[src/rtl/srro_pkg.sv]
// Shared constants, opcodes and state types for the stack, repeat and
// return execution block.
// Assumes a single core clock and a synchronous active-high reset.
package srro_pkg;

    // ==================================================================
    // Widths
    // ==================================================================
    localparam int unsigned WORD_W = 16;
    localparam int unsigned WSEL_W = 4;
    localparam int unsigned CYC_W = 3;

    // ==================================================================
    // Cycle counts per instruction
    // ==================================================================
    localparam logic [2:0] CYC_SINGLE = 3'h1;
    localparam logic [2:0] CYC_DOUBLE = 3'h2;
    localparam logic [2:0] CYC_RETURN = 3'h6;
    localparam logic [2:0] CYC_RETURN_SHORT = 3'h5;
    localparam logic [2:0] CYC_SFR_EXTRA = 3'h1;

    // ==================================================================
    // Literal fields, power-save selection and word reset value
    // ==================================================================
    localparam int unsigned REP_LIT_W = 15;
    localparam int unsigned RET_LIT_W = 10;
    localparam logic PSAVE_SEL_IDLE = 1'b1;
    localparam logic [15:0] WORD_RST = 16'h0000;

    // ==================================================================
    // Opcodes and states
    // ==================================================================
    typedef enum logic [3:0] {
        OP_NOP = 4'b0000,
        OP_POP_F = 4'b0001,
        OP_POP_W = 4'b0010,
        OP_POP_D = 4'b0011,
        OP_PUSH_F = 4'b0100,
        OP_PUSH_W = 4'b0101,
        OP_PUSH_D = 4'b0110,
        OP_PSAVE = 4'b0111,
        OP_REP_LIT = 4'b1000,
        OP_REP_REG = 4'b1001,
        OP_RET_LIT = 4'b1010,
        OP_OTHER = 4'b1011
    } srro_op_t;

    typedef enum logic [0:0] {
        ST_IDLE = 1'b0,
        ST_EXEC = 1'b1
    } srro_state_t;

    typedef struct packed {
        srro_state_t st;
        srro_op_t op;
        logic [3:0] wsel;
        logic [15:0] faddr;
        logic [15:0] nxt;
        logic sfr;
        logic [15:0] sp;
        logic busy;
        logic done;
        logic freg_we;
        logic [15:0] freg_addr;
        logic [15:0] freg_wdata;
        logic wreg_we;
        logic [3:0] wreg_sel;
        logic [15:0] wreg_wdata;
        logic stk_we;
        logic [15:0] stk_addr;
        logic [15:0] stk_wdata;
        logic sleep_req;
        logic idle_req;
        logic watchdog_timeout_flag;
        logic slp;
        logic stack_frame_active_flag;
        logic ret_req;
        logic rep_active;
    } srro_exec_st_t;

    typedef struct packed {
        logic [15:0] count;
    } srro_cnt_st_t;

endpackage

[src/rtl/srro_down_cnt.sv]
// Loadable down counter used for multi-cycle sequencing and repeat counts.
// Assumes one clock and a synchronous active-high reset.
module srro_down_cnt #(
    parameter int unsigned W = 16
) (
    input wire logic ref_clk_in,  // Core clock.
    input wire logic srst_in,  // Synchronous reset, active high.
    input wire logic load_in,  // Load the start value.
    input wire logic [W-1:0] load_val_in,  // Start value.
    input wire logic dec_in,  // Count down by one.
    output logic [W-1:0] count_out,  // Current count, registered.
    output logic zero_out  // Count is zero.
);
    srro_pkg::srro_cnt_st_t q, d;

    // ==================================================================
    // Next state
    // ==================================================================
    always_comb begin
        d = q;
        if (load_in) begin
            d.count = 16'(load_val_in);
        end else if (dec_in && q.count[W-1:0] != '0) begin
            d.count = 16'(q.count[W-1:0] - W'(1));
        end
    end

    always_ff @(posedge ref_clk_in) begin
        if (srst_in) begin
            q <= '0;
        end else begin
            q <= d;
        end
    end

    assign count_out = q.count[W-1:0];
    assign zero_out = (q.count[W-1:0] == '0);
endmodule

[src/rtl/srro_exec.sv]
// Execution of stack push/pop, power-save entry, hardware repeat and
// return-with-literal for a 16-bit core.
// Assumes the decoder presents one decoded operation with its operands and
// register read data, and that stack_top_word_in is the memory word just
// below stack_ptr_out.

module srro_exec #(
    parameter int unsigned SP_RESET = 0
) (
    input wire logic ref_clk_in,  // Core clock, 50 MHz.
    input wire logic srst_in,  // Synchronous reset, active high.
    input wire logic op_valid_in,  // Decoded operation offered.
    input wire srro_pkg::srro_op_t op_code_in,  // Operation code.
    input wire logic [15:0] op_freg_addr_in,  // File register address.
    input wire logic [3:0] op_wreg_sel_in,  // named_work_reg select.
    input wire logic [15:0] op_lit_in,  // Literal operand.
    input wire logic op_sfr_in,  // Operand is a peripheral register.
    input wire logic ret_short_in,  // Return takes the short count.
    input wire logic [15:0] freg_rdata_in,  // File register read data.
    input wire logic [15:0] wreg_rdata_in,  // Selected register data.
    input wire logic [15:0] wreg_rdata_nxt_in,  // Next register data.
    input wire logic [15:0] stack_top_word_in,  // Word below pointer.
    input wire logic wdt_timeout_in,  // Watchdog timed out.
    input wire logic sfa_set_in,  // A stack frame was opened.
    output logic busy_out,  // Multi-cycle operation in progress.
    output logic done_out,  // Operation finished, one pulse.
    output logic [15:0] stack_ptr_out,  // Stack pointer, word index.
    output logic freg_we_out,  // File register write pulse.
    output logic [15:0] freg_addr_out,  // File register write address.
    output logic [15:0] freg_wdata_out,  // File register write data.
    output logic wreg_we_out,  // Working register write pulse.
    output logic [3:0] wreg_sel_out,  // Working register written.
    output logic [15:0] wreg_wdata_out,  // Working register data.
    output logic stack_we_out,  // Stack write pulse.
    output logic [15:0] stack_addr_out,  // Stack write word index.
    output logic [15:0] stack_wdata_out,  // Stack write data.
    output logic sleep_req_out,  // Enter sleep, one pulse.
    output logic idle_req_out,  // Enter idle, one pulse.
    output logic watchdog_timeout_flag_out,  // Watchdog timeout status.
    output logic sleep_flag_out,  // Sleep status.
    output logic stack_frame_active_flag_out,  // Frame active status.
    output logic return_req_out,  // Return to caller, one pulse.
    output logic repeat_active_out,  // Hold the fetch address.
    output logic [15:0] repeat_count_out  // Repeats still to run.
);
    srro_pkg::srro_exec_st_t q, d;
    logic cyc_load, cyc_dec, rep_load, rep_dec, rep_zero;
    logic [2:0] cyc_val, cyc_cnt, total_c;
    logic [15:0] rep_val;

    srro_down_cnt #(.W(srro_pkg::CYC_W)) u_cyc (
        .ref_clk_in(ref_clk_in),
        .srst_in(srst_in),
        .load_in(cyc_load),
        .load_val_in(cyc_val),
        .dec_in(cyc_dec),
        .count_out(cyc_cnt),
        .zero_out()
    );

    srro_down_cnt #(.W(srro_pkg::WORD_W)) u_rep (
        .ref_clk_in(ref_clk_in),
        .srst_in(srst_in),
        .load_in(rep_load),
        .load_val_in(rep_val),
        .dec_in(rep_dec),
        .count_out(repeat_count_out),
        .zero_out(rep_zero)
    );

    // ==================================================================
    // Next state
    // ==================================================================
    always_comb begin
        d = q;
        d.done = 1'b0;
        d.freg_we = 1'b0;
        d.wreg_we = 1'b0;
        d.stk_we = 1'b0;
        d.sleep_req = 1'b0;
        d.idle_req = 1'b0;
        d.ret_req = 1'b0;
        cyc_load = 1'b0;
        cyc_dec = 1'b0;
        rep_load = 1'b0;
        rep_dec = 1'b0;
        rep_val = srro_pkg::WORD_RST;
        total_c = srro_pkg::CYC_SINGLE;
        case (op_code_in)
            srro_pkg::OP_POP_D, srro_pkg::OP_PUSH_D: begin
                total_c = srro_pkg::CYC_DOUBLE;
            end
            srro_pkg::OP_RET_LIT: begin
                total_c = ret_short_in ? srro_pkg::CYC_RETURN_SHORT
                                       : srro_pkg::CYC_RETURN;
            end
            srro_pkg::OP_PUSH_F, srro_pkg::OP_OTHER: begin
                if (op_sfr_in) begin
                    total_c = srro_pkg::CYC_SINGLE + srro_pkg::CYC_SFR_EXTRA;
                end
            end
            default: begin
                total_c = srro_pkg::CYC_SINGLE;
            end
        endcase
        cyc_val = total_c - srro_pkg::CYC_SINGLE;
        case (q.st)
            srro_pkg::ST_IDLE: begin
                if (op_valid_in) begin
                    d.op = op_code_in;
                    d.wsel = op_wreg_sel_in;
                    d.faddr = op_freg_addr_in;
                    d.nxt = wreg_rdata_nxt_in;
                    d.sfr = op_sfr_in;
                    case (op_code_in)
                        srro_pkg::OP_POP_F: begin
                            d.freg_we = 1'b1;
                            d.freg_addr = op_freg_addr_in;
                            d.freg_wdata = stack_top_word_in;
                            d.sp = q.sp - 16'h0001;
                        end
                        srro_pkg::OP_POP_W, srro_pkg::OP_POP_D: begin
                            // The upper register of a pair comes off first.
                            d.wreg_we = 1'b1;
                            d.wreg_sel = (op_code_in == srro_pkg::OP_POP_D)
                                ? op_wreg_sel_in + 4'h1 : op_wreg_sel_in;
                            d.wreg_wdata = stack_top_word_in;
                            d.sp = q.sp - 16'h0001;
                        end
                        srro_pkg::OP_PUSH_F: begin
                            if (!op_sfr_in) begin
                                d.stk_we = 1'b1;
                                d.stk_addr = q.sp;
                                d.stk_wdata = freg_rdata_in;
                                d.sp = q.sp + 16'h0001;
                            end
                        end
                        srro_pkg::OP_PUSH_W, srro_pkg::OP_PUSH_D: begin
                            d.stk_we = 1'b1;
                            d.stk_addr = q.sp;
                            d.stk_wdata = wreg_rdata_in;
                            d.sp = q.sp + 16'h0001;
                        end
                        srro_pkg::OP_PSAVE: begin
                            // Entry clears the watchdog timeout status.
                            d.watchdog_timeout_flag = 1'b0;
                            if (op_lit_in[0] == srro_pkg::PSAVE_SEL_IDLE) begin
                                d.idle_req = 1'b1;
                            end else begin
                                d.sleep_req = 1'b1;
                                d.slp = 1'b1;
                            end
                        end
                        srro_pkg::OP_REP_LIT: begin
                            rep_load = 1'b1;
                            rep_val = {1'b0, op_lit_in[14:0]};
                            d.rep_active = 1'b1;
                        end
                        srro_pkg::OP_REP_REG: begin
                            rep_load = 1'b1;
                            rep_val = wreg_rdata_in;
                            d.rep_active = 1'b1;
                        end
                        srro_pkg::OP_RET_LIT: begin
                            d.wreg_we = 1'b1;
                            d.wreg_sel = op_wreg_sel_in;
                            d.wreg_wdata = {6'h00, op_lit_in[9:0]};
                        end
                        default: begin
                        end
                    endcase
                    if (cyc_val != 3'h0) begin
                        cyc_load = 1'b1;
                        d.st = srro_pkg::ST_EXEC;
                        d.busy = 1'b1;
                    end else begin
                        d.done = 1'b1;
                    end
                end
            end
            srro_pkg::ST_EXEC: begin
                cyc_dec = 1'b1;
                if (cyc_cnt == 3'h1) begin
                    d.st = srro_pkg::ST_IDLE;
                    d.busy = 1'b0;
                    d.done = 1'b1;
                    case (q.op)
                        srro_pkg::OP_POP_D: begin
                            d.wreg_we = 1'b1;
                            d.wreg_sel = q.wsel;
                            d.wreg_wdata = stack_top_word_in;
                            d.sp = q.sp - 16'h0001;
                        end
                        srro_pkg::OP_PUSH_D: begin
                            d.stk_we = 1'b1;
                            d.stk_addr = q.sp;
                            d.stk_wdata = q.nxt;
                            d.sp = q.sp + 16'h0001;
                        end
                        srro_pkg::OP_PUSH_F: begin
                            d.stk_we = 1'b1;
                            d.stk_addr = q.sp;
                            d.stk_wdata = freg_rdata_in;
                            d.sp = q.sp + 16'h0001;
                        end
                        srro_pkg::OP_RET_LIT: begin
                            d.ret_req = 1'b1;
                            d.stack_frame_active_flag = 1'b0;
                        end
                        default: begin
                        end
                    endcase
                end
            end
            default: begin
                d.st = srro_pkg::ST_IDLE;
            end
        endcase
        // Each finished repeated instruction uses up one pass.
        if (d.done && q.rep_active && d.op != srro_pkg::OP_REP_LIT &&
            d.op != srro_pkg::OP_REP_REG) begin
            if (rep_zero) begin
                d.rep_active = 1'b0;
            end else begin
                rep_dec = 1'b1;
            end
        end
        // Hardware events win over a clear in the same cycle.
        if (wdt_timeout_in) begin
            d.watchdog_timeout_flag = 1'b1;
        end
        if (sfa_set_in) begin
            d.stack_frame_active_flag = 1'b1;
        end
    end

    always_ff @(posedge ref_clk_in) begin
        if (srst_in) begin
            q <= '0;
            q.sp <= 16'(SP_RESET);
        end else begin
            q <= d;
        end
    end

    assign busy_out = q.busy;
    assign done_out = q.done;
    assign stack_ptr_out = q.sp;
    assign freg_we_out = q.freg_we;
    assign freg_addr_out = q.freg_addr;
    assign freg_wdata_out = q.freg_wdata;
    assign wreg_we_out = q.wreg_we;
    assign wreg_sel_out = q.wreg_sel;
    assign wreg_wdata_out = q.wreg_wdata;
    assign stack_we_out = q.stk_we;
    assign stack_addr_out = q.stk_addr;
    assign stack_wdata_out = q.stk_wdata;
    assign sleep_req_out = q.sleep_req;
    assign idle_req_out = q.idle_req;
    assign watchdog_timeout_flag_out = q.watchdog_timeout_flag;
    assign sleep_flag_out = q.slp;
    assign stack_frame_active_flag_out = q.stack_frame_active_flag;
    assign return_req_out = q.ret_req;
    assign repeat_active_out = q.rep_active;

    // ==================================================================
    // Checks
    // ==================================================================
    a_pop_file_one: assert property (@(posedge ref_clk_in) disable iff (srst_in)
        (q.st == srro_pkg::ST_IDLE && op_valid_in &&
         op_code_in == srro_pkg::OP_POP_F) |=>
        freg_we_out && done_out && !busy_out &&
        freg_wdata_out == $past(stack_top_word_in))
        else $error("file pop not done in one cycle");
    a_pop_work_flags: assert property (@(posedge ref_clk_in) disable iff (srst_in)
        (q.st == srro_pkg::ST_IDLE && op_valid_in && !wdt_timeout_in &&
         op_code_in == srro_pkg::OP_POP_W) |=>
        wreg_we_out && done_out && $stable(watchdog_timeout_flag_out))
        else $error("register pop wrong or touched flags");
    a_pop_double_two: assert property (@(posedge ref_clk_in) disable iff (srst_in)
        (q.st == srro_pkg::ST_IDLE && op_valid_in &&
         op_code_in == srro_pkg::OP_POP_D) |=>
        wreg_we_out && busy_out ##1 wreg_we_out && done_out &&
        wreg_sel_out == $past(wreg_sel_out) - 4'h1)
        else $error("double pop not two cycles");
    a_push_file_one: assert property (@(posedge ref_clk_in) disable iff (srst_in)
        (q.st == srro_pkg::ST_IDLE && op_valid_in && !op_sfr_in &&
         op_code_in == srro_pkg::OP_PUSH_F) |=>
        stack_we_out && done_out && stack_wdata_out == $past(freg_rdata_in))
        else $error("file push not done in one cycle");
    a_push_work_one: assert property (@(posedge ref_clk_in) disable iff (srst_in)
        (q.st == srro_pkg::ST_IDLE && op_valid_in &&
         op_code_in == srro_pkg::OP_PUSH_W) |=>
        stack_we_out && done_out && stack_wdata_out == $past(wreg_rdata_in))
        else $error("register push wrong");
    a_push_double_pair: assert property (@(posedge ref_clk_in) disable iff (srst_in)
        (q.st == srro_pkg::ST_IDLE && op_valid_in &&
         op_code_in == srro_pkg::OP_PUSH_D) |=>
        stack_we_out ##1 stack_we_out && done_out &&
        stack_addr_out == $past(stack_addr_out) + 16'h0001)
        else $error("double push not a two-cycle pair");
    a_psave_mode_sel: assert property (@(posedge ref_clk_in) disable iff (srst_in)
        (q.st == srro_pkg::ST_IDLE && op_valid_in &&
         op_code_in == srro_pkg::OP_PSAVE) |=>
        (sleep_req_out != idle_req_out) &&
        idle_req_out == $past(op_lit_in[0]) &&
        (idle_req_out || sleep_flag_out))
        else $error("power save mode or flag wrong");
    a_repeat_lit_load: assert property (@(posedge ref_clk_in) disable iff (srst_in)
        (q.st == srro_pkg::ST_IDLE && op_valid_in &&
         op_code_in == srro_pkg::OP_REP_LIT) |=>
        repeat_active_out && done_out &&
        repeat_count_out == {1'b0, $past(op_lit_in[14:0])})
        else $error("literal repeat count wrong");
    a_repeat_reg_load: assert property (@(posedge ref_clk_in) disable iff (srst_in)
        (q.st == srro_pkg::ST_IDLE && op_valid_in &&
         op_code_in == srro_pkg::OP_REP_REG) |=>
        repeat_active_out && repeat_count_out == $past(wreg_rdata_in))
        else $error("register repeat count wrong");
    a_return_six_cycles: assert property (@(posedge ref_clk_in) disable iff (srst_in)
        (q.st == srro_pkg::ST_IDLE && op_valid_in && !ret_short_in &&
         op_code_in == srro_pkg::OP_RET_LIT) |=>
        busy_out [*5] ##1 (return_req_out && done_out && !busy_out))
        else $error("return not six cycles");
    a_sfr_extra_cycle: assert property (@(posedge ref_clk_in) disable iff (srst_in)
        (q.st == srro_pkg::ST_IDLE && op_valid_in && op_sfr_in &&
         op_code_in == srro_pkg::OP_PUSH_F) |=>
        busy_out && !stack_we_out ##1 stack_we_out && done_out)
        else $error("peripheral read missed its extra cycle");
    a_sp_push_step: assert property (@(posedge ref_clk_in) disable iff (srst_in)
        stack_we_out |-> stack_ptr_out == stack_addr_out + 16'h0001)
        else $error("pointer not one past the pushed word");
endmodule

[config.mk]
export PLATFORM = sky130hd
export DESIGN_NAME = srro_exec
export DESIGN_NICKNAME = d
export VERILOG_FILES = /design/src/rtl/srro_pkg.sv /design/src/rtl/srro_down_cnt.sv /design/src/rtl/srro_exec.sv
export SDC_FILE = /design/constraint.sdc
export NUM_CORES = 1
export LEC_CHECK = 0
export ABC_AREA = 1
export BUFFER_PORTS_ARGS = -buffer_cell sky130_fd_sc_hd__buf_2
export CAP_MARGIN = 20
export CORE_UTILIZATION = 53
export CTS_CLUSTER_DIAMETER = 50
export DETAILED_ROUTE_END_ITERATION = 12
export GPL_ROUTABILITY_DRIVEN = 0
export PLACE_DENSITY = 0.81
export SLEW_MARGIN = 20
export SYNTH_ARGS = -nofsm -noshare
export SYNTH_HDL_FRONTEND = slang
export SYNTH_SLANG_ARGS = --single-unit
[constraint.sdc]
create_clock -name ref_clk_in -period 2.42 [get_ports ref_clk_in]
set_input_delay 0.242 -clock ref_clk_in [delete_from_list [all_inputs] [get_ports ref_clk_in]]
set_output_delay 0.242 -clock ref_clk_in [all_outputs]
set_load 0.05 [all_outputs]
==> results.md, run 1 <==
- TritonCTS built the clock tree.
- The die covers 0.0171 mm2.
- The number of buffers added by the clock tree synthesis step is 17.
- OpenSTA, run right after detailed placement, puts the worst setup slack at -44.3 ps.
- The most instantiated library cell after synthesis is nand2_1.
- STA classifies the critical path endpoint as a flop.
- After routing, the total negative slack on setup checks comes to 0 ps.
- Setup repair after global routing left no endpoint under its margin.
- In the global route stage, overall resource usage came out at 28.9%.
- The number of max-slew violations in the final report came to 0.
- The critical path is of the in2reg type.
- The required time reported for the critical path endpoint is 2740 ps.
- The remaining global-route overflow is 0.
- The via count of the first global-routing pass is 7,747.
- For this run, asynchronously set or reset flops after synthesis account for 0%.
- For this run, the post-layout net count is 1,571.
- The finished layout holds 1,682 standard cells, fillers aside.
- The number of gates resized after cts is 0.
- The maximum ir drop on the vdd rail is 0.484 mV.
- Data arrives at the worst endpoint at 2390 ps.
- At the pin with the least slew margin, the transition time is 821 ps.
- The top achievable clock speed is 0.484 GHz.
- Of the total power, combinational logic draws 22.6%.
- For this run, design rule violations remaining after detail routing come to 0.
- The die is 131 um wide.
- The fraction of the cycle the final worst path needs is 85.4%.
- Sequential cells were found to cover 35.6% of the synthesized design area.
- The clock share of power is 36.2%.
- The initial antenna violation count is 2.
- The kind of path behind the tightest hold check is in2reg.
- In this run switching power makes up 34.3% of total power.
- Once detail routing completed, the nets flagged for antenna violations numbered 0.
- After layout, the design draws a total of 6.84 mW.
- The number of buffers on the longest clock path is 2.
- Yosys printed 0 warnings.
- Counting every instance in the synthesized netlist gives 1,330.
- The most instantiated flip-flop cell in the synthesis netlist is dfxtp_1.
- The mean instance size in the synthesized netlist is 6.60 um2.
- By area the synthesized netlist is led by dfxtp_1 (36%), nand2_1 (12%), buf_4 (9.2%), nor2_1 (8.7%), o21ai_0 (6.5%).
- The total number of H-tree levels is 4.
- The number of rows created at floorplan is 46.
- The commonest cells after synthesis are nand2_1 (288), nor2_1 (203), dfxtp_1 (156).
- Detailed placement ended at an HPWL of 18.1 mm.
- STA classifies the critical path startpoint as an input pin.
- Once routing completed, OpenROAD measured the worst setup slack at 353 ps.
- In the routed layout, each cell is associated on average with a via count of 5.45.
- The internal power is 4.49 mW.
- For this run, the detailed router's first-pass iteration total came to 7.
- Summing over every cut layer, the via total after detailed routing is 9,161.
- Per report_power, the sequential group accounts for 41.2% of the total.
- Hold timing on the final database bottoms out at a slack of 32.9 ps.
- After clock tree synthesis, the clock-pin slew on the worst setup and hold paths is 70 ps.
- The library cell used as clock root buffer is clkbuf_16.
- The relative slew slack is 45.3%.
- The number of clock sinks is 156.
- The core region is 0.0160 mm2.
- The switching power summed over all nets is 2.34 mW.
- Yosys mapped a number of flops with a built-in enable equal to 0.
- Setup violations remaining at the end of the flow were counted as 0.
- The final hold violation count is 0.
- After synthesis, the largest area contributor takes up 35.6% of total cell area.
- The worst path needs 2070 ps of the cycle, external delays included.
- The synthesized design spends more area on one cell type than any other, namely dfxtp_1.
- Dividing the detail-routed wire length by the instance count gives 15.0 um.
- The fraction of final layout cells sized beyond drive strength 1 is 22.6%.
- The clock network latency to the later pin of the worst-skew pair is 430 ps.
- The post-synthesis net count is 1,450.
- The run finished with clean final reports.
- The number of input and output port buffers inserted is 237.
- The max-capacitance violation count is 0.
- 239 I/O pins were placed.
- The detailed router finished its first iteration with 980 violations.
- The maximum number of pins on one net before global-route repair is 73.
- Along the worst path, the maximum fanout reaches 24.
- The number of different library cells in the post-synthesis netlist is 37.
- The leakage power total is 4.76 nW.
- Buffers added to address setup during post-CTS repair amount to 0.
- The number of placed instances, taps included is 1,648.
- Wires add up to 25.3 mm.
- Buffers inserted to repair hold after CTS numbered 0.
- Relative to the synthesized area, the layout overhead comes to 13.3%.
- The number of flip-flops and latches in the synthesized netlist is 156.
- Once the floorplan was initialized, standard cells occupied 54.8% of the core.
- The worst clock skew is 9.17 ps.
- The cell area that synthesis handed to floorplanning was 0.00878 mm2.
- In this run the power density over the cells is 688 mW/mm2.
- The die outline height is 131 um.
- The wire length of the first global-routing pass is 38.5 mm.
[worst max-delay path, cell delays in order]
cell     delay, ps
buf_2          150
inv_2           80
nand2_1         90
nor2_1          60
a31oi_1        140
o21ai_0        130
nor2_1         270
inv_1           90
ha_1           210
inv_1           50
nand2_1         60
nand2_2         90
nand3_2         80
nand2_2        120
nand3_4         80
nand2_4        220
nand2_1         90
nand2_1         70
nor2_1          40
[path summary, 6_finish.rpt]
check | startpoint | to | slack, ps | cells past startpoint
setup / recovery | op_code_in[1] | u_rep.count_out[2]$_SDFFE_PP0P_ | 350 | 19
hold / removal | sfa_set_in | stack_frame_active_flag_out$_SDFFE_PP0P_ | 30 | 3
setup reg to reg | stack_ptr_out[1]$_SDFFE_PP0P_ | stack_ptr_out[14]$_SDFFE_PP0P_ | 390 | 10
hold reg to reg | q[113]$_SDFFE_PP0P_ | q[113]$_SDFFE_PP0P_ | 460 | 2
[placed cells by master (no fill, tap or decap), types with 2 or more instances in the layout]
| cell | instances |
|---|---|
| a21oi_1 | 82 |
| a22oi_1 | 10 |
| a31oi_1 | 22 |
| buf_2 | 237 |
| buf_4 | 26 |
| clkbuf_16 | 17 |
| clkinv_2 | 3 |
| clkinv_4 | 3 |
| clkinvlp_4 | 2 |
| dfxtp_1 | 156 |
| diode_2 | 3 |
| ha_1 | 9 |
| inv_1 | 106 |
| inv_2 | 12 |
| inv_6 | 5 |
| mux2i_1 | 2 |
| nand2_1 | 288 |
| nand2_2 | 4 |
| nand2_4 | 2 |
| nand3_1 | 63 |
| nand3_2 | 3 |
| nand3b_1 | 2 |
| nand4_1 | 7 |
| nor2_1 | 203 |
| nor2_2 | 6 |
| nor2_4 | 2 |
| nor3_1 | 10 |
| o211ai_1 | 2 |
| o21ai_0 | 114 |
| o21ai_1 | 9 |
| o21ai_2 | 2 |
| o22ai_1 | 36 |
| or2_2 | 4 |
| xnor2_1 | 3 |
| xor2_1 | 5 |
[flip-flops by register name, indices dropped and copies added, names as in the netlist]
| register | flops |
|---|---|
| sleep_flag_out | 1 |
| stack_we_out | 1 |
| stack_wdata_out | 16 |
| wreg_wdata_out | 16 |
| freg_wdata_out | 16 |
| repeat_active_out | 1 |
| q | 25 |
| u_cyc.q | 3 |
| u_rep.count_out | 16 |
| wreg_we_out | 1 |
| wreg_sel_out | 4 |
| busy_out | 1 |
| idle_req_out | 1 |
| freg_we_out | 1 |
| done_out | 1 |
| stack_ptr_out | 16 |
| stack_addr_out | 16 |
| stack_frame_active_flag_out | 1 |
| sleep_req_out | 1 |
| return_req_out | 1 |
| watchdog_timeout_flag_out | 1 |
| freg_addr_out | 16 |
[logic make-up after synthesis]
| kind of cell | count (synthesis) | synth area share [%] |
|---|---|---|
| mux | 2 | 0.228 |
| xor+xnor | 8 | 0.798 |
| buf+inv | 279 | 16.9 |
| simple gates | 595 | 27.9 |
| flops | 156 | 35.6 |
| fa+ha+maj | 9 | 1.28 |
| compound gates | 281 | 17.4 |
[through the flow]
stage	util [%]	area (um2)
final	62.1	9940
after detailed placement	58.7	9400
after global placement	58.7	9400
after global routing	62.1	9940
after CTS	62.1	9930
after floorplan	-	8780
[routing by layer]
layer	up-vias	GRT usage, %	part of all wire, %
met5	-	0	0
met4	0	11.8	3.2
met3	65	6.56	11
met2	518	45.9	44
met1	4129	38.0	42
li1	4449	-	-
[power groups by stage]
stage          combinational (mW)  sequential (mW)  clock [mW]
3_5_place_dp                 1.51             2.87           0
3_3_place_gp                 1.49             2.87           0
5_1_grt                      1.70             2.83        2.63
4_1_cts                      1.52             2.81        2.51
6_report                     1.54             2.82        2.47
2_1_floorplan                1.14             2.90           0
[area by class of cell]
| type | count | area [um2] |
|---|---|---|
| Fill cell | 1498 | 6060 |
| Multi-Input combinational cell | 895 | 4180 |
| Sequential cell | 156 | 3120 |
| Timing Repair Buffer | 263 | 1380 |
| Inverter | 118 | 443 |
| Clock buffer | 17 | 425 |
| Tap cell | 216 | 270 |
| Clock inverter | 14 | 111 |
| Antenna cell | 3 | 7.51 |
No activity file was read; power rests on OpenSTA's default activity.
==> run 2: changes to the inputs <==
HOLD_SLACK_MARGIN = 0.15   (was not set)
RECOVER_POWER = 100   (was not set)
==> run 2 against run 1 <==
Wire length increased by 5.9%. Critical path depth decreased by 9. Global-route usage increased by 1.6 points. Worst hold slack improved by 150 ps.
==> results.md, run 2 (synthesis gave the netlist of run 1 again) <==
- The detailed-route DRC error count is 0 (unchanged).
- The fraction of final layout cells sized beyond drive strength 1 is 13.0% (was 22.6%).
- The number of placed instances, taps included is 1,648 (unchanged).
- The kind of end point of the critical path is a flop (unchanged).
- The layout overhead on the synthesized area came to 17.5% (was 13.3%).
- The number of failing setup endpoints in the final timing report is 0 (unchanged).
- The number of input and output port buffers inserted is 237 (unchanged).
- The number of detailed-routing iterations run before antenna repair is 5 (was 7).
- The relative slew slack is 44.0% (was 45.3%).
- The shortest clock period the worst path allows after layout is 2220 ps (was 2070 ps).
- The maximum number of pins on one net before global-route repair is 73 (unchanged).
- The slew at the pin closest to its max-slew limit came to 835 ps (was 821 ps).
- The via count of the first global-routing pass came to 8,296 (was 7,747).
- The post-layout instance count excluding filler cells is 1,735 (was 1,682).
- The arrival time of data at the critical path endpoint was 2530 ps (was 2390 ps).
- The top achievable clock speed is 0.451 GHz (was 0.484 GHz).
- The number of rows created at floorplan is 46 (unchanged).
- The classification of the worst setup path is reg2reg (was in2reg).
- The maximum ir drop on the vdd rail came to 0.489 mV (was 0.484 mV).
- The max-capacitance violation count came to 0 (unchanged).
- The clock network latency to the later pin of the worst-skew pair was 430 ps (about the same).
- The die outline height was 131 um (unchanged).
- The detail-routed net length per standard cell is 15.4 um (was 15.0 um).
- The number of DRC violations after detailed-routing iteration 0 was 1,051 (was 980).
- The flip-flop count of the largest register, all copies and words added is 25 (unchanged).
- The initial core utilization is 54.8% (unchanged).
- The post-DP HPWL is 18.1 mm (unchanged).
- The width of the die is 131 um (unchanged).
- The initial antenna violation count was 0 (was 2).
- The worst clock skew was 9.81 ps (was 9.17 ps).
- The leading cell type in the layout, fill and taps excluded is nand2_1 (unchanged).
- Outcome: completed (unchanged).
- The kind of path behind the tightest hold check is in2reg (unchanged).
- The fraction of the cycle the final worst path needs is 91.6% (was 85.4%).
- The number of max-slew violations in the final report is 0 (unchanged).
- The total routed wirelength came to 26.8 mm (was 25.3 mm).
- The startpoint type of the worst setup path is a flop (was input pin).
- The clock tree from TritonCTS was yes (unchanged).
- The remaining global-route overflow is 0 (unchanged).
- The total negative setup slack came to 0 ps (unchanged).
- The via total after detailed routing is 9,422 (was 9,161).
- The total placed instance area is 0.00940 mm2 (unchanged).
- The leakage power total is 4.44 nW (was 4.76 nW).
- The all-layer global routing usage is 30.5% (was 28.9%).
- The final worst hold slack was 182 ps (was 32.9 ps).
- The wire length of the first global-routing pass was 40.7 mm (was 38.5 mm).
- The number of nets with antenna violations after routing is 0 (unchanged).
- The number of clock sinks is 156 (unchanged).
- The number of gates resized after cts is 0 (unchanged).
- The register clock-pin slew on the reported worst setup and hold paths is 70 ps (about the same).
- The via density per instance was 5.43 (was 5.45).
- The number of buffers added by the clock tree synthesis step is 17 (unchanged).
- The final net count was 1,626 (was 1,571).
- The summed area of non-filler cells in the final layout came to 0.0103 mm2 (was 0.00994 mm2).
- The final hold violation count is 0 (unchanged).
- The register ranked first by flip-flop count is q (unchanged).
- The library cell used as clock root buffer is clkbuf_16 (unchanged).
- The number of buffers on the longest clock path is 2 (unchanged).
- The ratio of total power to cell area was 669 mW/mm2 (was 688 mW/mm2).
- The total number of H-tree levels is 4 (unchanged).
- The core area was 0.0160 mm2 (unchanged).
- Commonest cells after routing, fill and taps aside: nand2_1 (288), nor2_1 (204), dfxtp_1 (156), clkbuf_1 (128), o21ai_0 (117) (was nand2_1 (288), buf_2 (237), nor2_1 (203), dfxtp_1 (156), o21ai_0 (114)).
- The total I/O pin count is 239 (unchanged).
- The required time reported for the critical path endpoint is 2740 ps (about the same).
- The highest net fanout along the worst path is 18 (was 24).
- The die area came to 0.0171 mm2 (unchanged).
- Unrepaired setup endpoints after global routing: false (unchanged).
-- run 2: changes by cell type in the layout (fill, tap and decap cells not counted), moves of 2 or more --
| cell | previous run | this run |
|---|---|---|
| buf_2 | 237 | 109 |
| buf_4 | 26 | 24 |
| clkbuf_1 | 0 | 128 |
| diode_2 | 3 | 1 |
| dlygate4sd3_1 | 0 | 55 |
| inv_1 | 106 | 109 |
| inv_2 | 12 | 9 |
| o21ai_0 | 114 | 117 |
| o21ai_1 | 9 | 7 |
-- run 2: path summary, 6_finish.rpt --
check                               start                        endpoint  slack (ps)  depth (start not counted)
setup reg to reg  u_cyc.q[1]$_SDFFE_PP0P_  stack_ptr_out[10]$_SDFFE_PP0P_         200                         10
hold reg to reg       q[113]$_SDFFE_PP0P_             q[113]$_SDFFE_PP0P_         460                          2
setup / recovery  u_cyc.q[1]$_SDFFE_PP0P_  stack_ptr_out[10]$_SDFFE_PP0P_         200                         10
hold / removal                op_valid_in               q[152]$_SDFF_PP0_         180                          3
-- run 2: critical path: stages (launching register included) --
cell     delay (ps)
dfxtp_1         320
inv_1           100
ha_1            180
nand3_1         190
nand2_1         170
nand2_1          80
nor2_2          580
buf_4           270
nand4_1         100
nand2_1          80
nor2_1           40
-- run 2: what timing repair did --
item                                    4_1_cts  5_1_grt
endpoints found under the hold margin        68        0
hold buffers                                 55        0
endpoints found under the setup margin        0        0
buffers inserted                              0        0
-- run 2: routing by layer --
metal / track usage [%] / routed length, um / share of wire [%]
met5: 0 / 0 / 0
met4: 12.9 / 903 / 3.4
met3: 6.68 / 3160 / 12
met2: 49.8 / 11900 / 44
met1: 39.0 / 10900 / 41
-- run 2: metrics by stage --
step | worst slack [ps] | util [%] | total power, mW
after floorplan | 339 | - | 4.03
after detailed placement | -44.3 | 58.7 | 4.38
after global placement | 99.8 | 58.7 | 4.36
after global routing | 40.4 | 64.4 | 7.22
final | 203 | 64.4 | 6.90
after CTS | 397 | 65.5 | 6.91
-- run 2: power by group --
| group | switching (mW) | internal, mW |
|---|---|---|
| Clock | 1.15 | 1.33 |
| Combinational | 1.08 | 0.512 |
| Sequential | 0.132 | 2.69 |
| Total | 2.37 | 4.53 |
-- run 2: final cells by class --
type,instances,area (um2)
Antenna cell,1,2.50
Clock buffer,17,425
Clock inverter,14,111
Fill cell,1463,5690
Inverter,118,443
Multi-Input combinational cell,895,4170
Sequential cell,156,3120
Tap cell,216,270
Timing Repair Buffer,318,1770
==> run 3: changes to the inputs <==
clock period = 2.3 ns   (was 2.42 ns; I/O delays follow)
==> run 3 against run 2 <==
Critical path depth shrank 2. First-iteration DRC count shrank 1.3%. Sequential power grew 5%. Worst setup slack lost 21 ps. Flip-flop and latch count is the same. Critical path type unchanged. Highest routed layer unchanged.
==> results.md, run 3 (synthesis gave the netlist of run 1 again) <==
- The register clock-pin slew on the reported worst setup and hold paths is 60 ps (was 70 ps).
- The via density per instance is 5.45 (was 5.43).
- The register area is 0.00312 mm2 (unchanged).
- The total I/O pin count is 239 (unchanged).
- The summed area of non-filler cells in the final layout is 0.0104 mm2 (was 0.0103 mm2).
- The leakage power total is 4.46 nW (was 4.44 nW).
- The layout overhead on the synthesized area is 18.0% (was 17.5%).
- The flip-flop count of the largest register, all copies and words added is 25 (unchanged).
- The wire length of the first global-routing pass is 40.8 mm (was 40.7 mm).
- The required time reported for the critical path endpoint is 2650 ps (was 2740 ps).
- Unrepaired setup endpoints after global routing: false (unchanged).
- The slew at the pin closest to its max-slew limit is 852 ps (was 835 ps).
- The width of the die came to 131 um (unchanged).
- The post-DP HPWL is 18.5 mm (was 18.1 mm).
- The number of input and output port buffers inserted came to 237 (unchanged).
- The max-capacitance violation count was 0 (unchanged).
- The detailed-route DRC error count is 0 (unchanged).
- The via total after detailed routing is 9,480 (was 9,422).
- The final antenna diode count is 0 (was 1).
- The library cell contributing the largest single delay on the critical path is dfxtp_1 (was nor2_2).
- Chain of cells forming the critical path: nor2_1 -> buf_4 -> nand2_1 -> buf_2 -> inv_1 -> buf_4 -> nor2_1 -> nor2_1 (was inv_1 -> ha_1 -> nand3_1 -> nand2_1 -> nand2_1 -> nor2_2 -> buf_4 -> nand4_1 -> nand2_1 -> nor2_1).
- The kind of end point of the critical path was a flop (unchanged).
- The classification of the worst setup path is reg2reg (unchanged).
- The clock share of power was 36.0% (about the same).
- The number of buffers on the longest clock path is 2 (unchanged).
- The library cell used as clock root buffer is clkbuf_16 (unchanged).
- The switching power summed over all nets is 2.46 mW (was 2.37 mW).
- The initial antenna violation count is 0 (unchanged).
- The maximum number of pins on one net before global-route repair is 73 (unchanged).
- The initial core utilization is 54.8% (unchanged).
- The die outline height is 131 um (unchanged).
- The clock tree from TritonCTS is yes (unchanged).
- The arrival time of data at the critical path endpoint came to 2460 ps (was 2530 ps).
- The all-layer global routing usage is 30.8% (was 30.5%).
- The die area is 0.0171 mm2 (unchanged).
- The number of detailed-routing iterations run before antenna repair is 6 (was 5).
- The family with the most delay on the worst path is buffers and inverters (was simple AND/OR/NAND/NOR gates).
- The number of max-slew violations in the final report came to 0 (unchanged).
- The total placed instance area is 0.00946 mm2 (was 0.00940 mm2).
- The maximum ir drop on the vdd rail is 0.529 mV (was 0.489 mV).
- The final hold violation count was 0 (unchanged).
- The shortest clock period the worst path allows after layout is 2120 ps (was 2220 ps).
- Commonest cells after routing, fill and taps aside: nand2_1 (289), nor2_1 (206), dfxtp_1 (156), clkbuf_1 (130), o21ai_0 (116) (was nand2_1 (288), nor2_1 (204), dfxtp_1 (156), clkbuf_1 (128), o21ai_0 (117)).
- The relative slew slack was 43.2% (was 44.0%).
- The number of buffer and inverter instances along the worst setup path is 4 (was 2).
- The cell repeated most along the worst path is nor2_1 (was nand2_1).
- The fraction of the cycle the final worst path needs is 92.1% (was 91.6%).
- The number of buffers added by the clock tree synthesis step came to 17 (unchanged).
- The register ranked first by flip-flop count is q (unchanged).
- The via count of the first global-routing pass is 8,308 (was 8,296).
- The internal power came to 4.82 mW (was 4.53 mW).
- The detail-routed net length per standard cell is 15.5 um (was 15.4 um).
- The remaining global-route overflow is 0 (unchanged).
- The worst clock skew is 6.36 ps (was 9.81 ps).
- The total routed wirelength is 26.9 mm (was 26.8 mm).
- The number of nets with antenna violations after routing is 0 (unchanged).
- The top achievable clock speed is 0.472 GHz (was 0.451 GHz).
- The number of gates resized after cts is 0 (unchanged).
- The fraction of final layout cells sized beyond drive strength 1 is 13.1% (was 13.0%).
- The ratio of total power to cell area is 703 mW/mm2 (was 669 mW/mm2).
- The area used by multi-input combinational logic is 0.00416 mm2 (was 0.00417 mm2).
- The clock network latency to the later pin of the worst-skew pair is 420 ps (was 430 ps).
- The share of total power in combinational logic is 23.2% (was 23.1%).
- The final worst hold slack is 163 ps (was 182 ps).
- The startpoint type of the worst setup path is a flop (unchanged).
- The filler cell count in the final layout is 1,502 (was 1,463).
- The kind of path behind the tightest hold check is in2reg (unchanged).
- The delay of the slowest critical-path stage came to 350 ps (was 580 ps).
- The number of rows created at floorplan is 46 (unchanged).
- Outcome: completed (unchanged).
- The total negative setup slack is 0 ps (unchanged).
- The core area is 0.0160 mm2 (unchanged).
- The total number of H-tree levels came to 4 (unchanged).
- The number of DRC violations after detailed-routing iteration 0 is 1,037 (was 1,051).
- The fraction of power spent switching nets is 33.8% (was 34.3%).
- The number of clock sinks is 156 (unchanged).
- The portion of total power attributed to sequential cells is 40.7% (was 40.9%).
- The number of failing setup endpoints in the final timing report is 0 (unchanged).
- The highest net fanout along the worst path is 34 (was 18).
- The final net count was 1,630 (was 1,626).
- The leading cell type in the layout, fill and taps excluded is nand2_1 (unchanged).
==> run 3: final timing paths <==
check / start / cells after the start / slack (ps) / to
max reg2reg: q[153]$_SDFF_PP0_ / 8 / 180 / freg_addr_out[4]$_SDFFE_PP0P_
min: op_code_in[3] / 3 / 160 / q[152]$_SDFF_PP0_
max: q[153]$_SDFF_PP0_ / 8 / 180 / freg_addr_out[4]$_SDFFE_PP0P_
min reg2reg: q[128]$_SDFFE_PP0P_ / 2 / 460 / q[128]$_SDFFE_PP0P_
==> run 3: routing by layer <==
metal  global-route usage, %  vias to the layer above  part of all wire [%]
met2                    49.1                      526                    45
met3                    7.29                       84                    11
li1                        -                     4565                     -
met1                    39.8                     4305                    41
met4                    13.1                        0                   3.5
met5                       0                        -                     0
==> run 3: worst reg2reg max path: cells and delay by family, from the launching register on <==
kind / cells / cell delay (ps)
AND/OR/NAND/NOR: 4 / 680
buffers and inverters: 4 / 1010
flip-flops: 1 / 350
==> run 3: per-stage QoR <==
step / worst slack [ps] / utilization (%) / total power, mW / std cells
final: 182 / 64.7 / 7.28 / 1738
after floorplan: 231 / - / 4.24 / 1330
after detailed placement: -85.0 / 59.1 / 4.63 / 1653
after CTS: 279 / 65.9 / 7.30 / 1738
after global placement: 45.6 / 59.1 / 4.60 / 1653
after global routing: 39.2 / 64.7 / 7.63 / 1738
==> run 3: layout make-up <==
cell class | count | area share, %
Multi-Input combinational cell | 895 | 40.2
Sequential cell | 156 | 30.2
Timing Repair Buffer | 322 | 17.5
Clock buffer | 19 | 4.38
Inverter | 118 | 4.28
Tap cell | 216 | 2.61
Clock inverter | 12 | 0.894
==> run 3: repair_timing <==
| action | CTS | global route |
|---|---|---|
| hold buffers | 54 | 0 |
| setup buffers | 0 | 0 |
| hold endpoints to repair | 66 | 0 |
==> run 3: power groups by stage <==
stage | registers [mW] | logic (mW) | clock network, mW
4_1_cts | 2.96 | 1.69 | 2.65
3_5_place_dp | 3.02 | 1.61 | 0
5_1_grt | 2.98 | 1.86 | 2.79
6_report | 2.97 | 1.69 | 2.62
3_3_place_gp | 3.02 | 1.58 | 0
2_1_floorplan | 3.05 | 1.20 | 0
